## config.mk

```make
export PLATFORM = sky130hd
export DESIGN_NAME = video_timing_pattern_capture
export DESIGN_NICKNAME = d
export VERILOG_FILES = /design/src/vtp_pkg.sv /design/src/video_timing_pattern_capture.sv
export SDC_FILE = /design/constraint.sdc
export NUM_CORES = 1
export LEC_CHECK = 0
export ABC_AREA = 1
export ABC_CLOCK_PERIOD_IN_PS = 21700
export BUFFER_PORTS_ARGS = -buffer_cell sky130_fd_sc_hd__buf_4
export CORE_ASPECT_RATIO = 0.5
export CORE_MARGIN = 2
export CORE_UTILIZATION = 33
export CTS_BUF_LIST = sky130_fd_sc_hd__clkbuf_4 sky130_fd_sc_hd__clkbuf_8 sky130_fd_sc_hd__clkbuf_16
export CTS_CLUSTER_SIZE = 20
export DETAILED_ROUTE_END_ITERATION = 8
export PLACE_DENSITY = 0.56
export SYNTH_ARGS = -nofsm -noshare
export SYNTH_HDL_FRONTEND = slang
export SYNTH_SLANG_ARGS = --single-unit
```

## constraint.sdc

```tcl
create_clock -name mclk -period 21.7 [get_ports mclk]
set_input_delay 1.085 -clock mclk [delete_from_list [all_inputs] [get_ports mclk]]
set_output_delay 1.085 -clock mclk [all_outputs]
set_load 0.005 [all_outputs]
```

## src/vtp_pkg.sv

```systemverilog
package vtp_pkg;

  // Video modes
  typedef enum logic [1:0] {
    MODE_720P60  = 2'h0,
    MODE_1080P60 = 2'h1,
    MODE_2160P30 = 2'h2,
    MODE_2160P60 = 2'h3
  } mode_t;

  // Scan phases, Gray coded along active -> fp -> sync -> bp
  typedef enum logic [1:0] {
    PH_ACTIVE = 2'h0,
    PH_FRONT  = 2'h1,
    PH_SYNC   = 2'h3,
    PH_BACK   = 2'h2
  } phase_t;

  typedef enum logic [1:0] {
    PAT_BARS = 2'h0,
    PAT_ZONE = 2'h1,
    PAT_RAMP = 2'h2,
    PAT_BOX  = 2'h3
  } pattern_t;

  // Lengths of one axis, in pixels (horizontal) or lines (vertical)
  typedef struct packed {
    logic [12:0] active;
    logic [12:0] front;
    logic [12:0] sync;
    logic [12:0] back;
  } axis_t;

  // Timing bundle carried on the stream with data lanes tied off
  typedef struct packed {
    logic hsync;
    logic vsync;
    logic hblank;
    logic vblank;
    logic de;
    logic sof;
    logic eol;
  } timing_t;

  localparam int PIX_W = 24;
  localparam int BEAT_W = 48;
  localparam int MEM_W = 32;
  localparam logic [7:0] PAD_BYTE = 8'h00;

  // Horizontal counts are in pixels; two pixels move per beat
  localparam axis_t H_720 = '{13'h0500, 13'h006E, 13'h0028, 13'h00DC};
  localparam axis_t V_720 = '{13'h02D0, 13'h0005, 13'h0005, 13'h0014};
  localparam axis_t H_1080 = '{13'h0780, 13'h0058, 13'h002C, 13'h0094};
  localparam axis_t V_1080 = '{13'h0438, 13'h0004, 13'h0005, 13'h0024};
  // 3840 active, 176/88/296 porch and sync
  localparam axis_t H_2160 = '{13'h0F00, 13'h00B0, 13'h0058, 13'h0128};
  // 2160 active, 8/10/72
  localparam axis_t V_2160 = '{13'h0870, 13'h0008, 13'h000A, 13'h0048};

  // Register map
  localparam logic [7:0] REG_CTRL = 8'h00;
  localparam logic [7:0] REG_STATUS = 8'h04;
  localparam logic [7:0] REG_IRQ_STAT = 8'h08;
  localparam logic [7:0] REG_IRQ_MASK = 8'h0C;
  localparam logic [7:0] REG_FB_BASE = 8'h10;
  localparam logic [7:0] REG_FRAMES = 8'h14;
  localparam int CTRL_EN = 0;
  localparam int CTRL_MODE = 1;
  localparam int CTRL_PAT = 4;
  localparam int IRQ_FRAME = 0;
  localparam int IRQ_VSYNC = 1;
  localparam logic [31:0] CTRL_RST = 32'h0000_0000;
  localparam logic [1:0] RESP_OKAY = 2'h0;
  localparam logic [1:0] RESP_SLVERR = 2'h2;

endpackage

```

## src/video_timing_pattern_capture.sv

```systemverilog
// Register access over AXI4-Lite and the address map were left to the implementer.
`timescale 1ns/1ps
// Functional notes
// - Timing drives hsync, vsync, blanking and enable off pixel clock.
// - Each blanking splits into front porch, sync pulse and back porch.
// - Pixels move only during the active interval, never in blanking.
// - 2160p30 is 3840 pixels by 2160 lines at 30 frames per second.
// - 2160p30 blanking is 176/88/296 pixels and 8/10/72 lines.
// - Software picks 720p60, 1080p60, 2160p30 or 2160p60 at run time.
// - Scanning is progressive, one whole frame per frame period.
// - Pattern source follows the tied-off timing stream, never free.
// - Patterns are color bars, zone plate, moving ramp and moving box.
// - Pixels are YUV 4:2:2 with 8 bits per component on every stream.
// - A 48-bit beat holds two 24-bit pixels, top byte of each padding.
// - Writer turns the stream into memory writes, irq after each frame.
// - Memory holds packed 16-bit-per-pixel YUYV words.
module video_timing_pattern_capture (
  // Clock and reset (mclk doubles as pixel clock here)
  input wire logic mclk,
  input wire logic rst,
  // Pattern source and frame writer reset from software GPIO
  input wire logic gpio_rst,
  // AXI4-Lite slave
  input wire logic [7:0] s_awaddr,
  input wire logic s_awvalid,
  output logic s_awready,
  input wire logic [31:0] s_wdata,
  input wire logic [3:0] s_wstrb,
  input wire logic s_wvalid,
  output logic s_wready,
  output logic [1:0] s_bresp,
  output logic s_bvalid,
  input wire logic s_bready,
  input wire logic [7:0] s_araddr,
  input wire logic s_arvalid,
  output logic s_arready,
  output logic [31:0] s_rdata,
  output logic [1:0] s_rresp,
  output logic s_rvalid,
  input wire logic s_rready,
  // Timing and pixel stream
  output vtp_pkg::timing_t timing_out,
  output logic [vtp_pkg::BEAT_W-1:0] video_data,
  // Memory write port
  output logic mem_wvalid,
  output logic [31:0] mem_waddr,
  output logic [vtp_pkg::MEM_W-1:0] mem_wdata,
  input wire logic mem_wready,
  // Interrupt
  output logic irq
);

  // Two-flop sync of the external GPIO reset
  logic gr_s1_reg, gr_s2_reg;
  always_ff @(posedge mclk or posedge rst) begin
    if (rst) begin
      gr_s1_reg <= 1'b0;
      gr_s2_reg <= 1'b0;
    end else begin
      gr_s1_reg <= gpio_rst;
      gr_s2_reg <= gr_s1_reg;
    end
  end

  // Register file
  logic [31:0] ctrl_reg, ctrl_next, base_reg, base_next;
  logic [1:0] ist_reg, ist_next, imask_reg, imask_next;
  logic [31:0] frames_reg, frames_next;
  logic awready_reg, awready_next, wready_reg, wready_next;
  logic bvalid_reg, bvalid_next, arready_reg, arready_next;
  logic rvalid_reg, rvalid_next, irq_reg, irq_next;
  logic [1:0] bresp_reg, bresp_next, rresp_reg, rresp_next;
  logic [31:0] rdata_reg, rdata_next;
  logic [7:0] awa_reg, awa_next;
  logic [31:0] wd_reg, wd_next;
  logic [3:0] ws_reg, ws_next;
  logic aw_have_reg, aw_have_next, w_have_reg, w_have_next;

  // Timing state
  vtp_pkg::phase_t hph_reg, hph_next, vph_reg, vph_next;
  logic [12:0] hcnt_reg, hcnt_next, vcnt_reg, vcnt_next;
  vtp_pkg::timing_t tim_reg, tim_next;
  logic [vtp_pkg::BEAT_W-1:0] vd_reg, vd_next;
  logic [7:0] motion_reg, motion_next;
  logic mwv_reg, mwv_next;
  logic [31:0] mwa_reg, mwa_next, mwd_reg, mwd_next, ptr_reg, ptr_next;

  vtp_pkg::mode_t mode;
  vtp_pkg::pattern_t pat;
  vtp_pkg::axis_t hax, vax;
  logic enable, frame_done, vsync_rise, stall;
  logic [12:0] hlen, vlen;

  assign mode = vtp_pkg::mode_t'(ctrl_reg[vtp_pkg::CTRL_MODE +: 2]);
  assign pat = vtp_pkg::pattern_t'(ctrl_reg[vtp_pkg::CTRL_PAT +: 2]);
  assign enable = ctrl_reg[vtp_pkg::CTRL_EN] & ~gr_s2_reg;
  // Stall the whole scan when memory back-pressures a pending word
  assign stall = mwv_reg & ~mem_wready;

  always_comb begin
    case (mode)
      vtp_pkg::MODE_720P60: begin
        hax = vtp_pkg::H_720;
        vax = vtp_pkg::V_720;
      end
      vtp_pkg::MODE_1080P60: begin
        hax = vtp_pkg::H_1080;
        vax = vtp_pkg::V_1080;
      end
      // 2160p30 and p60 share geometry; only the pixel clock differs
      default: begin
        hax = vtp_pkg::H_2160;
        vax = vtp_pkg::V_2160;
      end
    endcase
  end

  // Phase lengths; horizontal counts beats of two pixels
  always_comb begin
    case (hph_reg)
      vtp_pkg::PH_ACTIVE: hlen = {1'b0, hax.active[12:1]};
      vtp_pkg::PH_FRONT: hlen = {1'b0, hax.front[12:1]};
      vtp_pkg::PH_SYNC: hlen = {1'b0, hax.sync[12:1]};
      default: hlen = {1'b0, hax.back[12:1]};
    endcase
    case (vph_reg)
      vtp_pkg::PH_ACTIVE: vlen = vax.active;
      vtp_pkg::PH_FRONT: vlen = vax.front;
      vtp_pkg::PH_SYNC: vlen = vax.sync;
      default: vlen = vax.back;
    endcase
  end

  function automatic vtp_pkg::phase_t next_ph(vtp_pkg::phase_t p);
    case (p)
      vtp_pkg::PH_ACTIVE: next_ph = vtp_pkg::PH_FRONT;
      vtp_pkg::PH_FRONT: next_ph = vtp_pkg::PH_SYNC;
      vtp_pkg::PH_SYNC: next_ph = vtp_pkg::PH_BACK;
      default: next_ph = vtp_pkg::PH_ACTIVE;
    endcase
  endfunction

  // One YUV 4:2:2 pixel word: padding, chroma, luma
  function automatic logic [23:0] pix(logic [7:0] y, logic [7:0] c);
    pix = {vtp_pkg::PAD_BYTE, c, y};
  endfunction

  logic line_end, frame_end;
  logic [7:0] y0, y1, cb, cr;
  logic [12:0] px;
  assign line_end = (hcnt_reg == hlen - 13'h0001);
  assign frame_end = line_end && (vcnt_reg == vlen - 13'h0001)
                     && (vph_reg == vtp_pkg::PH_BACK);
  assign px = {hcnt_reg[11:0], 1'b0};

  // Pattern pixels for the current beat
  always_comb begin
    y0 = 8'h00;
    cb = 8'h80;
    cr = 8'h80;
    case (pat)
      vtp_pkg::PAT_BARS: begin
        y0 = {px[11:9], 5'h00} ^ 8'hE0;
        cb = {px[10:9], 6'h00};
        cr = {px[11], px[9], 6'h00};
      end
      vtp_pkg::PAT_ZONE: y0 = px[10:3] * vcnt_reg[10:3];
      vtp_pkg::PAT_RAMP: y0 = px[7:0] + motion_reg;
      default: begin
        y0 = ((px[10:4] - motion_reg[6:0]) < 7'h10 &&
              vcnt_reg[9:5] == motion_reg[4:0]) ? 8'hEB : 8'h10;
      end
    endcase
    y1 = y0;
  end

  // Timing generator, pattern source and frame writer
  always_comb begin
    hph_next = hph_reg;
    vph_next = vph_reg;
    hcnt_next = hcnt_reg;
    vcnt_next = vcnt_reg;
    tim_next = tim_reg;
    vd_next = vd_reg;
    motion_next = motion_reg;
    mwv_next = mwv_reg & ~mem_wready;
    mwa_next = mwa_reg;
    mwd_next = mwd_reg;
    ptr_next = ptr_reg;
    frame_done = 1'b0;
    vsync_rise = 1'b0;
    if (!enable) begin
      hph_next = vtp_pkg::PH_ACTIVE;
      vph_next = vtp_pkg::PH_ACTIVE;
      hcnt_next = 13'h0000;
      vcnt_next = 13'h0000;
      tim_next = '0;
      vd_next = '0;
      ptr_next = base_reg;
      mwv_next = 1'b0;
    end else if (!stall) begin
      if (line_end) begin
        hcnt_next = 13'h0000;
        hph_next = next_ph(hph_reg);
        if (hph_reg == vtp_pkg::PH_BACK) begin
          if (vcnt_reg == vlen - 13'h0001) begin
            vcnt_next = 13'h0000;
            vph_next = next_ph(vph_reg);
            // Progressive: one full frame per period
            if (vph_reg == vtp_pkg::PH_BACK) ptr_next = base_reg;
          end else vcnt_next = vcnt_reg + 13'h0001;
        end
      end else hcnt_next = hcnt_reg + 13'h0001;
      tim_next.hsync = (hph_reg == vtp_pkg::PH_SYNC);
      tim_next.vsync = (vph_reg == vtp_pkg::PH_SYNC);
      tim_next.hblank = (hph_reg != vtp_pkg::PH_ACTIVE);
      tim_next.vblank = (vph_reg != vtp_pkg::PH_ACTIVE);
      tim_next.de = (hph_reg == vtp_pkg::PH_ACTIVE) &&
                    (vph_reg == vtp_pkg::PH_ACTIVE);
      tim_next.sof = tim_next.de && hcnt_reg == 13'h0000 &&
                     vcnt_reg == 13'h0000;
      tim_next.eol = tim_next.de && line_end;
      vsync_rise = tim_next.vsync & ~tim_reg.vsync;
      // Pixels follow the timing stream, never free-running
      if (tim_next.de) begin
        vd_next = {pix(y1, cr), pix(y0, cb)};
        // Y0 U Y1 V, one 32-bit word per two-pixel beat
        mwd_next = {cr, y1, cb, y0};
        mwa_next = ptr_reg;
        ptr_next = ptr_reg + 32'h0000_0004;
        mwv_next = 1'b1;
      end else vd_next = '0;
      if (frame_end) begin
        motion_next = motion_reg + 8'h01;
        frame_done = 1'b1;
      end
    end
  end

  always_ff @(posedge mclk or posedge rst) begin
    if (rst) begin
      hph_reg <= vtp_pkg::PH_ACTIVE;
      vph_reg <= vtp_pkg::PH_ACTIVE;
      hcnt_reg <= 13'h0000;
      vcnt_reg <= 13'h0000;
      tim_reg <= '0;
      vd_reg <= '0;
      motion_reg <= 8'h00;
      mwv_reg <= 1'b0;
      mwa_reg <= 32'h0000_0000;
      mwd_reg <= 32'h0000_0000;
      ptr_reg <= 32'h0000_0000;
    end else begin
      hph_reg <= hph_next;
      vph_reg <= vph_next;
      hcnt_reg <= hcnt_next;
      vcnt_reg <= vcnt_next;
      tim_reg <= tim_next;
      vd_reg <= vd_next;
      motion_reg <= motion_next;
      mwv_reg <= mwv_next;
      mwa_reg <= mwa_next;
      mwd_reg <= mwd_next;
      ptr_reg <= ptr_next;
    end
  end

  // AXI4-Lite slave and interrupt logic
  logic do_wr;
  logic [31:0] wmask;
  always_comb begin
    awready_next = awready_reg;
    wready_next = wready_reg;
    bvalid_next = bvalid_reg;
    bresp_next = bresp_reg;
    arready_next = 1'b0;
    rvalid_next = rvalid_reg;
    rresp_next = rresp_reg;
    rdata_next = rdata_reg;
    awa_next = awa_reg;
    wd_next = wd_reg;
    ws_next = ws_reg;
    aw_have_next = aw_have_reg;
    w_have_next = w_have_reg;
    ctrl_next = ctrl_reg;
    base_next = base_reg;
    imask_next = imask_reg;
    frames_next = frames_reg + {31'h0, frame_done};
    ist_next = ist_reg;
    wmask = {{8{ws_reg[3]}}, {8{ws_reg[2]}}, {8{ws_reg[1]}}, {8{ws_reg[0]}}};
    if (s_awvalid && awready_reg) begin
      awa_next = s_awaddr;
      aw_have_next = 1'b1;
      awready_next = 1'b0;
    end
    if (s_wvalid && wready_reg) begin
      wd_next = s_wdata;
      ws_next = s_wstrb;
      w_have_next = 1'b1;
      wready_next = 1'b0;
    end
    do_wr = aw_have_reg && w_have_reg && !bvalid_reg;
    if (do_wr) begin
      bvalid_next = 1'b1;
      bresp_next = vtp_pkg::RESP_OKAY;
      aw_have_next = 1'b0;
      w_have_next = 1'b0;
      case (awa_reg)
        vtp_pkg::REG_CTRL: ctrl_next = (ctrl_reg & ~wmask) | (wd_reg & wmask);
        vtp_pkg::REG_FB_BASE:
          base_next = (base_reg & ~wmask) | (wd_reg & wmask);
        vtp_pkg::REG_IRQ_MASK: if (ws_reg[0]) imask_next = wd_reg[1:0];
        vtp_pkg::REG_IRQ_STAT:
          if (ws_reg[0]) ist_next = ist_reg & ~wd_reg[1:0];
        vtp_pkg::REG_STATUS, vtp_pkg::REG_FRAMES: ;
        default: bresp_next = vtp_pkg::RESP_SLVERR;
      endcase
    end
    // Events win over a same-cycle clear
    ist_next[vtp_pkg::IRQ_FRAME] = ist_next[vtp_pkg::IRQ_FRAME] | frame_done;
    ist_next[vtp_pkg::IRQ_VSYNC] = ist_next[vtp_pkg::IRQ_VSYNC] | vsync_rise;
    if (bvalid_reg && s_bready) begin
      bvalid_next = 1'b0;
      awready_next = 1'b1;
      wready_next = 1'b1;
    end
    if (s_arvalid && !rvalid_reg && !arready_reg) arready_next = 1'b1;
    if (s_arvalid && arready_reg) begin
      rvalid_next = 1'b1;
      rresp_next = vtp_pkg::RESP_OKAY;
      case (s_araddr)
        vtp_pkg::REG_CTRL: rdata_next = ctrl_reg;
        vtp_pkg::REG_STATUS:
          rdata_next = {26'h0, vph_reg, hph_reg, tim_reg.de, enable};
        vtp_pkg::REG_IRQ_STAT: rdata_next = {30'h0, ist_reg};
        vtp_pkg::REG_IRQ_MASK: rdata_next = {30'h0, imask_reg};
        vtp_pkg::REG_FB_BASE: rdata_next = base_reg;
        vtp_pkg::REG_FRAMES: rdata_next = frames_reg;
        default: begin
          rdata_next = 32'h0000_0000;
          rresp_next = vtp_pkg::RESP_SLVERR;
        end
      endcase
    end
    if (rvalid_reg && s_rready) rvalid_next = 1'b0;
    irq_next = |(ist_next & imask_next);
  end

  always_ff @(posedge mclk or posedge rst) begin
    if (rst) begin
      awready_reg <= 1'b1;
      wready_reg <= 1'b1;
      bvalid_reg <= 1'b0;
      bresp_reg <= vtp_pkg::RESP_OKAY;
      arready_reg <= 1'b0;
      rvalid_reg <= 1'b0;
      rresp_reg <= vtp_pkg::RESP_OKAY;
      rdata_reg <= 32'h0000_0000;
      awa_reg <= 8'h00;
      wd_reg <= 32'h0000_0000;
      ws_reg <= 4'h0;
      aw_have_reg <= 1'b0;
      w_have_reg <= 1'b0;
      ctrl_reg <= vtp_pkg::CTRL_RST;
      base_reg <= 32'h0000_0000;
      imask_reg <= 2'h0;
      ist_reg <= 2'h0;
      frames_reg <= 32'h0000_0000;
      irq_reg <= 1'b0;
    end else begin
      awready_reg <= awready_next;
      wready_reg <= wready_next;
      bvalid_reg <= bvalid_next;
      bresp_reg <= bresp_next;
      arready_reg <= arready_next;
      rvalid_reg <= rvalid_next;
      rresp_reg <= rresp_next;
      rdata_reg <= rdata_next;
      awa_reg <= awa_next;
      wd_reg <= wd_next;
      ws_reg <= ws_next;
      aw_have_reg <= aw_have_next;
      w_have_reg <= w_have_next;
      ctrl_reg <= ctrl_next;
      base_reg <= base_next;
      imask_reg <= imask_next;
      ist_reg <= ist_next;
      frames_reg <= frames_next;
      irq_reg <= irq_next;
    end
  end

  assign s_awready = awready_reg;
  assign s_wready = wready_reg;
  assign s_bvalid = bvalid_reg;
  assign s_bresp = bresp_reg;
  assign s_arready = arready_reg;
  assign s_rvalid = rvalid_reg;
  assign s_rresp = rresp_reg;
  assign s_rdata = rdata_reg;
  assign timing_out = tim_reg;
  assign video_data = vd_reg;
  assign mem_wvalid = mwv_reg;
  assign mem_waddr = mwa_reg;
  assign mem_wdata = mwd_reg;
  assign irq = irq_reg;

endmodule

```

### After elaboration in Yosys (flattened, before gate mapping)

Cells that the tools add are included.

* latch bits: 0
* output and inout bits: 162
* bits of input ports: 61
* bits in read-only memories: 0
* memory bits (writable): 0
* memories kept: 0
* bits in registers: 380

* $lt $le $gt $ge: 1
* shift operators: 0
* equality and inequality tests: 30
* reductions and logical operators: 46
* $mul: 1
* add/subtract/negate cells: 9
* bitwise logic cells: 19
* muxes and demuxes: 68
* div/mod/pow operators: 0

Operator list (number)
* 32-bit two-way mux: 7
* 51-bit case mux with 2 select lines: 2
* 32-bit case mux with 6 select lines: 1
* 13-bit two-way mux: 8
* 32-bit AND: 3
* 48-bit two-way mux: 2
* 32-bit OR: 2
* 40-bit two-way mux: 1
* 13-bit case mux with 3 select lines: 1
* 12-bit case mux with 3 select lines: 1
* 32-bit by 1-bit adder with 32-bit output: 1
* 32-bit by 3-bit adder with 32-bit output, second input constant: 1
* 8-bit by 4-bit == test with 1-bit output, second input constant: 4
* 8-bit by 5-bit == test with 1-bit output, second input constant: 4
* 2-bit two-way mux: 16
* 32-bit inverter: 1
* 13-bit by 1-bit adder with 13-bit output, second input constant: 2
* 13-bit == test: 2
* 13-bit zero test: 2
* 13-bit by 1-bit subtractor with 13-bit output, second input constant: 2
* 8-bit two-way mux: 3
* 8-bit case mux with 3 select lines: 1
* 1-bit two-way mux: 21
* 8-bit by 3-bit == test with 1-bit output, second input constant: 2
* other kinds (30): 84

### Logic depth before layout (Yosys ltp)

* depth in word-level cells: 13
* depth in mapped cells: 29

### Worst setup path before layout

No wires, ideal clock.

* kind: register -> register
* start: register with a tool-made name
* end: register frames_reg[30]
* slack: 17961 ps
* arrival time: 3660 ps
* path buffers: 1
* cell stages (with the launch flop): 28
* path through: dfrtp_1 > buf_4 > nor2_2 > nand3_1 > o221ai_1 > inv_1 > ha_1 > inv_1 > nand2_1 > nand2_1 > nor2_1 > o21ai_0 > nor2_1 > nand2_1 > nor2_1 > nand4_1 > nor2_2 > ha_1 > ha_1 > nand2_1 > nor2_1 > nand2_1 > nor2_1 > nand2_1 > nor4_2 > nand2_1 > nor3_1 > xor2_1

RTL lines
* end signal: assignment: RTL line video_timing_pattern_capture.sv:388 `frames_reg <= frames_next;`
* end: declaration: RTL line video_timing_pattern_capture.sv:68 `logic [31:0] frames_reg, frames_next;`

==> impl_metrics.json <==
{
  "whs_path_depth": 0,
  "ys.flop_type": "dfrtp_1",
  "grt_pass1_vias": 14990,
  "cts-root-buf": "clkbuf_16",
  "syn_inst": 2337,
  "drv_slew": 0,
  "synth_top_area_cell": "dfrtp_1",
  "worstHoldStart": "gr_s1_reg",
  "die_h_um": 168.6,
  "p_comb_frac": 0.201,
  "peakVddDrop_v": 0.00004283,
  "finalSetupViolCount": 0,
  "synth.area.top_cells": "dfrtp_1, nand2_1, o21ai_0",
  "crit_top_cell": "nand2_1",
  "startpoint_type": "register",
  "max-slew-margin-rel": 0.2884,
  "fin_setup_tns_ns": 0,
  "drt_wl_total_um": 54040,
  "drc": 0,
  "core_area_um2": 53600,
  "tightest_slew_ns": 1.067,
  "hold_violations": 0,
  "rows": 60,
  "hold_buffers": 0,
  "numCtsBuffers": 34,
  "grt_usage": 0.1928,
  "fin_util": 0.3859,
  "ys.warnings.count": 0,
  "htree_levels": 2,
  "cts_tree": "done",
  "crit_family": "simple AND/OR/NAND/NOR gates",
  "pin_count": 223,
  "period_minus_slack_ns": 4.704,
  "stdcell_area_um2": 20680,
  "cts.path.max_buffers": 3,
  "place_congestion": 0.9290,
  "reg2reg_depth": 26,
  "via_per_inst": 4.861,
  "min_period_over_period": 0.2168,
  "place_area_um2": 19540,
  "die_area_um2": 56160,
  "cts.sinks": 320,
  "critPathKind": "reg2reg",
  "crit_buf_inv": 2,
  "hp-class": "reg2reg",
  "synth.distinct_cells": 51,
  "drive_gt1_frac": 0.1184,
  "power_leakage_nw": 10.48,
  "grt_overflow": 0,
  "finish.net_count": 2571,
  "switchingPower_w": 0.0005528,
  "clk_pin_slew_worst_paths_ns": 0.06,
  "synthTopCellsByCount": "nand2_1, dfrtp_1, inv_1",
  "power_w": 0.001736,
  "insertion_delay_ns": 0.54,
  "maxCapViolCount": 0,
  "switching_share": 0.3184,
  "synth.most_common_cell": "nand2_1",
  "worstHoldEndpoint": "gr_s2_reg",
  "cts_resized": 0,
  "crit_path_end_kind": "register",
  "avgSynthCellArea_um2": 7.649,
  "ys_ff_latch": 320,
  "grt_setup_unrepaired": "false",
  "outcome": "finished, final reports clean",
  "grt_max_degree": 151,
  "hpwl_um": 39670,
  "wl_per_cell_um": 16.90,
  "grt_pass1_wl_um": 86130,
  "cp.required_ns": 22.16,
  "antenna_found_initial": 0,
  "worstPathArrival_ns": 5.16,
  "start_util": 0.3335,
  "ant_nets": 0,
  "drt_pre_antenna_iters": 5,
  "clkPwrFrac": 0.345,
  "cpPeakStageDelay_ns": 0.62,
  "power.internal_w": 0.001184,
  "ys_async_sr_fraction": 1.000,
  "synth_edf_count": 0,
  "skew_ns": 0.02175,
  "area.growth.synth_to_final_pct": 15.71,
  "n_antenna_cell": 0,
  "seq_area_frac_synth": 0.4481,
  "drtIter0Drc": 1081,
  "max_freq_ghz": 0.2126,
  "die_w_um": 333.2,
  "portBuffers": 180,
  "num_vias": 15540,
  "seqPwrFrac": 0.454,
  "syn_area_um2": 17880,
  "r2r-end": "frames_reg[30]",
  "rrSetupSlack_ns": 17.00,
  "critical-path-slowest-cell": "dfrtp_1",
  "p_per_area_nw_per_um2": 83.94,
  "cts_setup_buffers": 0,
  "path_max_fanout": 18,
  "synth_top_area_share": 0.4452
}
-- stage by stage --
| stage | hold slack (ns) | setup WS (ns) | std cells |
|---|---|---|---|
| 2_1_floorplan | 0.3312 | 11.76 | 2378 |
| 3_3_place_gp | 0.3784 | 17.14 | 3137 |
| 3_5_place_dp | 0.3866 | 17.06 | 3137 |
| 4_1_cts | 0.4004 | 17.04 | 3197 |
| 5_1_grt | 0.3910 | 16.30 | 3197 |
| 6_report | 0.3874 | 17.00 | 3197 |
-- power by group through the flow --
stage	Clock [W]	Sequential [W]	Combinational, W
3_3_place_gp	0	0.000795	0.000350
6_report	0.000599	0.000788	0.000349
2_1_floorplan	0	0.000768	0.000235
3_5_place_dp	0	0.000797	0.000353
4_1_cts	0.000615	0.000787	0.000355
5_1_grt	0.000639	0.000800	0.000402
-- worst max-delay path by stage --
stage	startpoint	to	depth (start not counted)
floorplan	rst	asynchronous set/reset pin	1
global placement	register	frames_reg[30]	26
detailed placement	register	frames_reg[30]	26
CTS	register	frames_reg[30]	26
global route	register	frames_reg[30]	26
finish	register	frames_reg[30]	26
-- layout make-up --
class | count | area, µm²
clock buffer | 51 | 1052
clock inverter | 9 | 96.34
fill | 5675 | 32920
inverter | 246 | 933.4
multi-input combinational | 1671 | 8284
sequential | 320 | 8010
tap | 713 | 892.1
timing repair buffer | 187 | 1416
-- worst reg2reg max path, cell delays in order (launching register included) --
cell and delay, ns:
dfrtp_1 0.62, nor2_2 0.34, nand3_1 0.20, o221ai_1 0.11
inv_1 0.07, ha_1 0.29, inv_1 0.04, nand2_1 0.06
nand2_1 0.05, nor2_1 0.07, o21ai_0 0.08, nor2_1 0.09
nand2_1 0.06, nor2_1 0.12, nand4_1 0.16, nor2_2 0.32
ha_1 0.27, ha_1 0.20, nand2_1 0.07, nor2_1 0.15
nand2_1 0.13, nor2_1 0.19, nand2_1 0.16, nor4_2 0.29
nand2_1 0.14, nor3_1 0.19, xor2_1 0.16
-- placed cells by master (no fill, tap or decap), drive strengths merged, types with 3 or more instances in the layout --
| cell type | netlist | routed |
|---|---|---|
| nor2 | 151 | 151 |
| o21ai | 209 | 209 |
| a31oi | 3 | 3 |
| xor2 | 72 | 72 |
| inv | 245 | 246 |
| clkinv | 1 | 8 |
| nor4 | 11 | 11 |
| dfrtp | 318 | 318 |
| a21oi | 31 | 31 |
| xnor2 | 15 | 15 |
| nor3 | 37 | 37 |
| ha | 37 | 37 |
| nand4 | 66 | 66 |
| conb | 1 | 42 |
| a221oi | 15 | 15 |
| buf | 88 | 187 |
| nand3 | 90 | 90 |
| clkbuf | 53 | 51 |
| nand3b | 5 | 5 |
| or2 | 3 | 3 |
| nor3b | 8 | 8 |
| a22o | 7 | 7 |
| fa | 13 | 13 |
| nand2 | 830 | 830 |
| o22ai | 14 | 14 |
-- per-layer routing --
layer  vias to the layer above  part of all wire  track usage
li1                       7622                 -            -
met1                      7568              0.46       0.2649
met2                       290              0.48       0.3248
met3                        61             0.037      0.02417
met4                         0             0.021      0.04623
met5                         -                 0            0
-- kinds of logic (layout without fill, tap and decap cells) --
family / Yosys count / count (layout) / share of synthesized area
XOR/XNOR: 87 / 87 / 0.04263
flip-flops: 320 / 320 / 0.4481
buffers and inverters: 387 / 493 / 0.09736
AND/OR/NAND/NOR: 1202 / 1202 / 0.2817
adder cells (fa/ha/maj): 50 / 50 / 0.04046
AO/OA/AOI/OAI: 290 / 290 / 0.08959
other: 1 / 42 / 0.0002098
(Power assumes the default switching activity.)
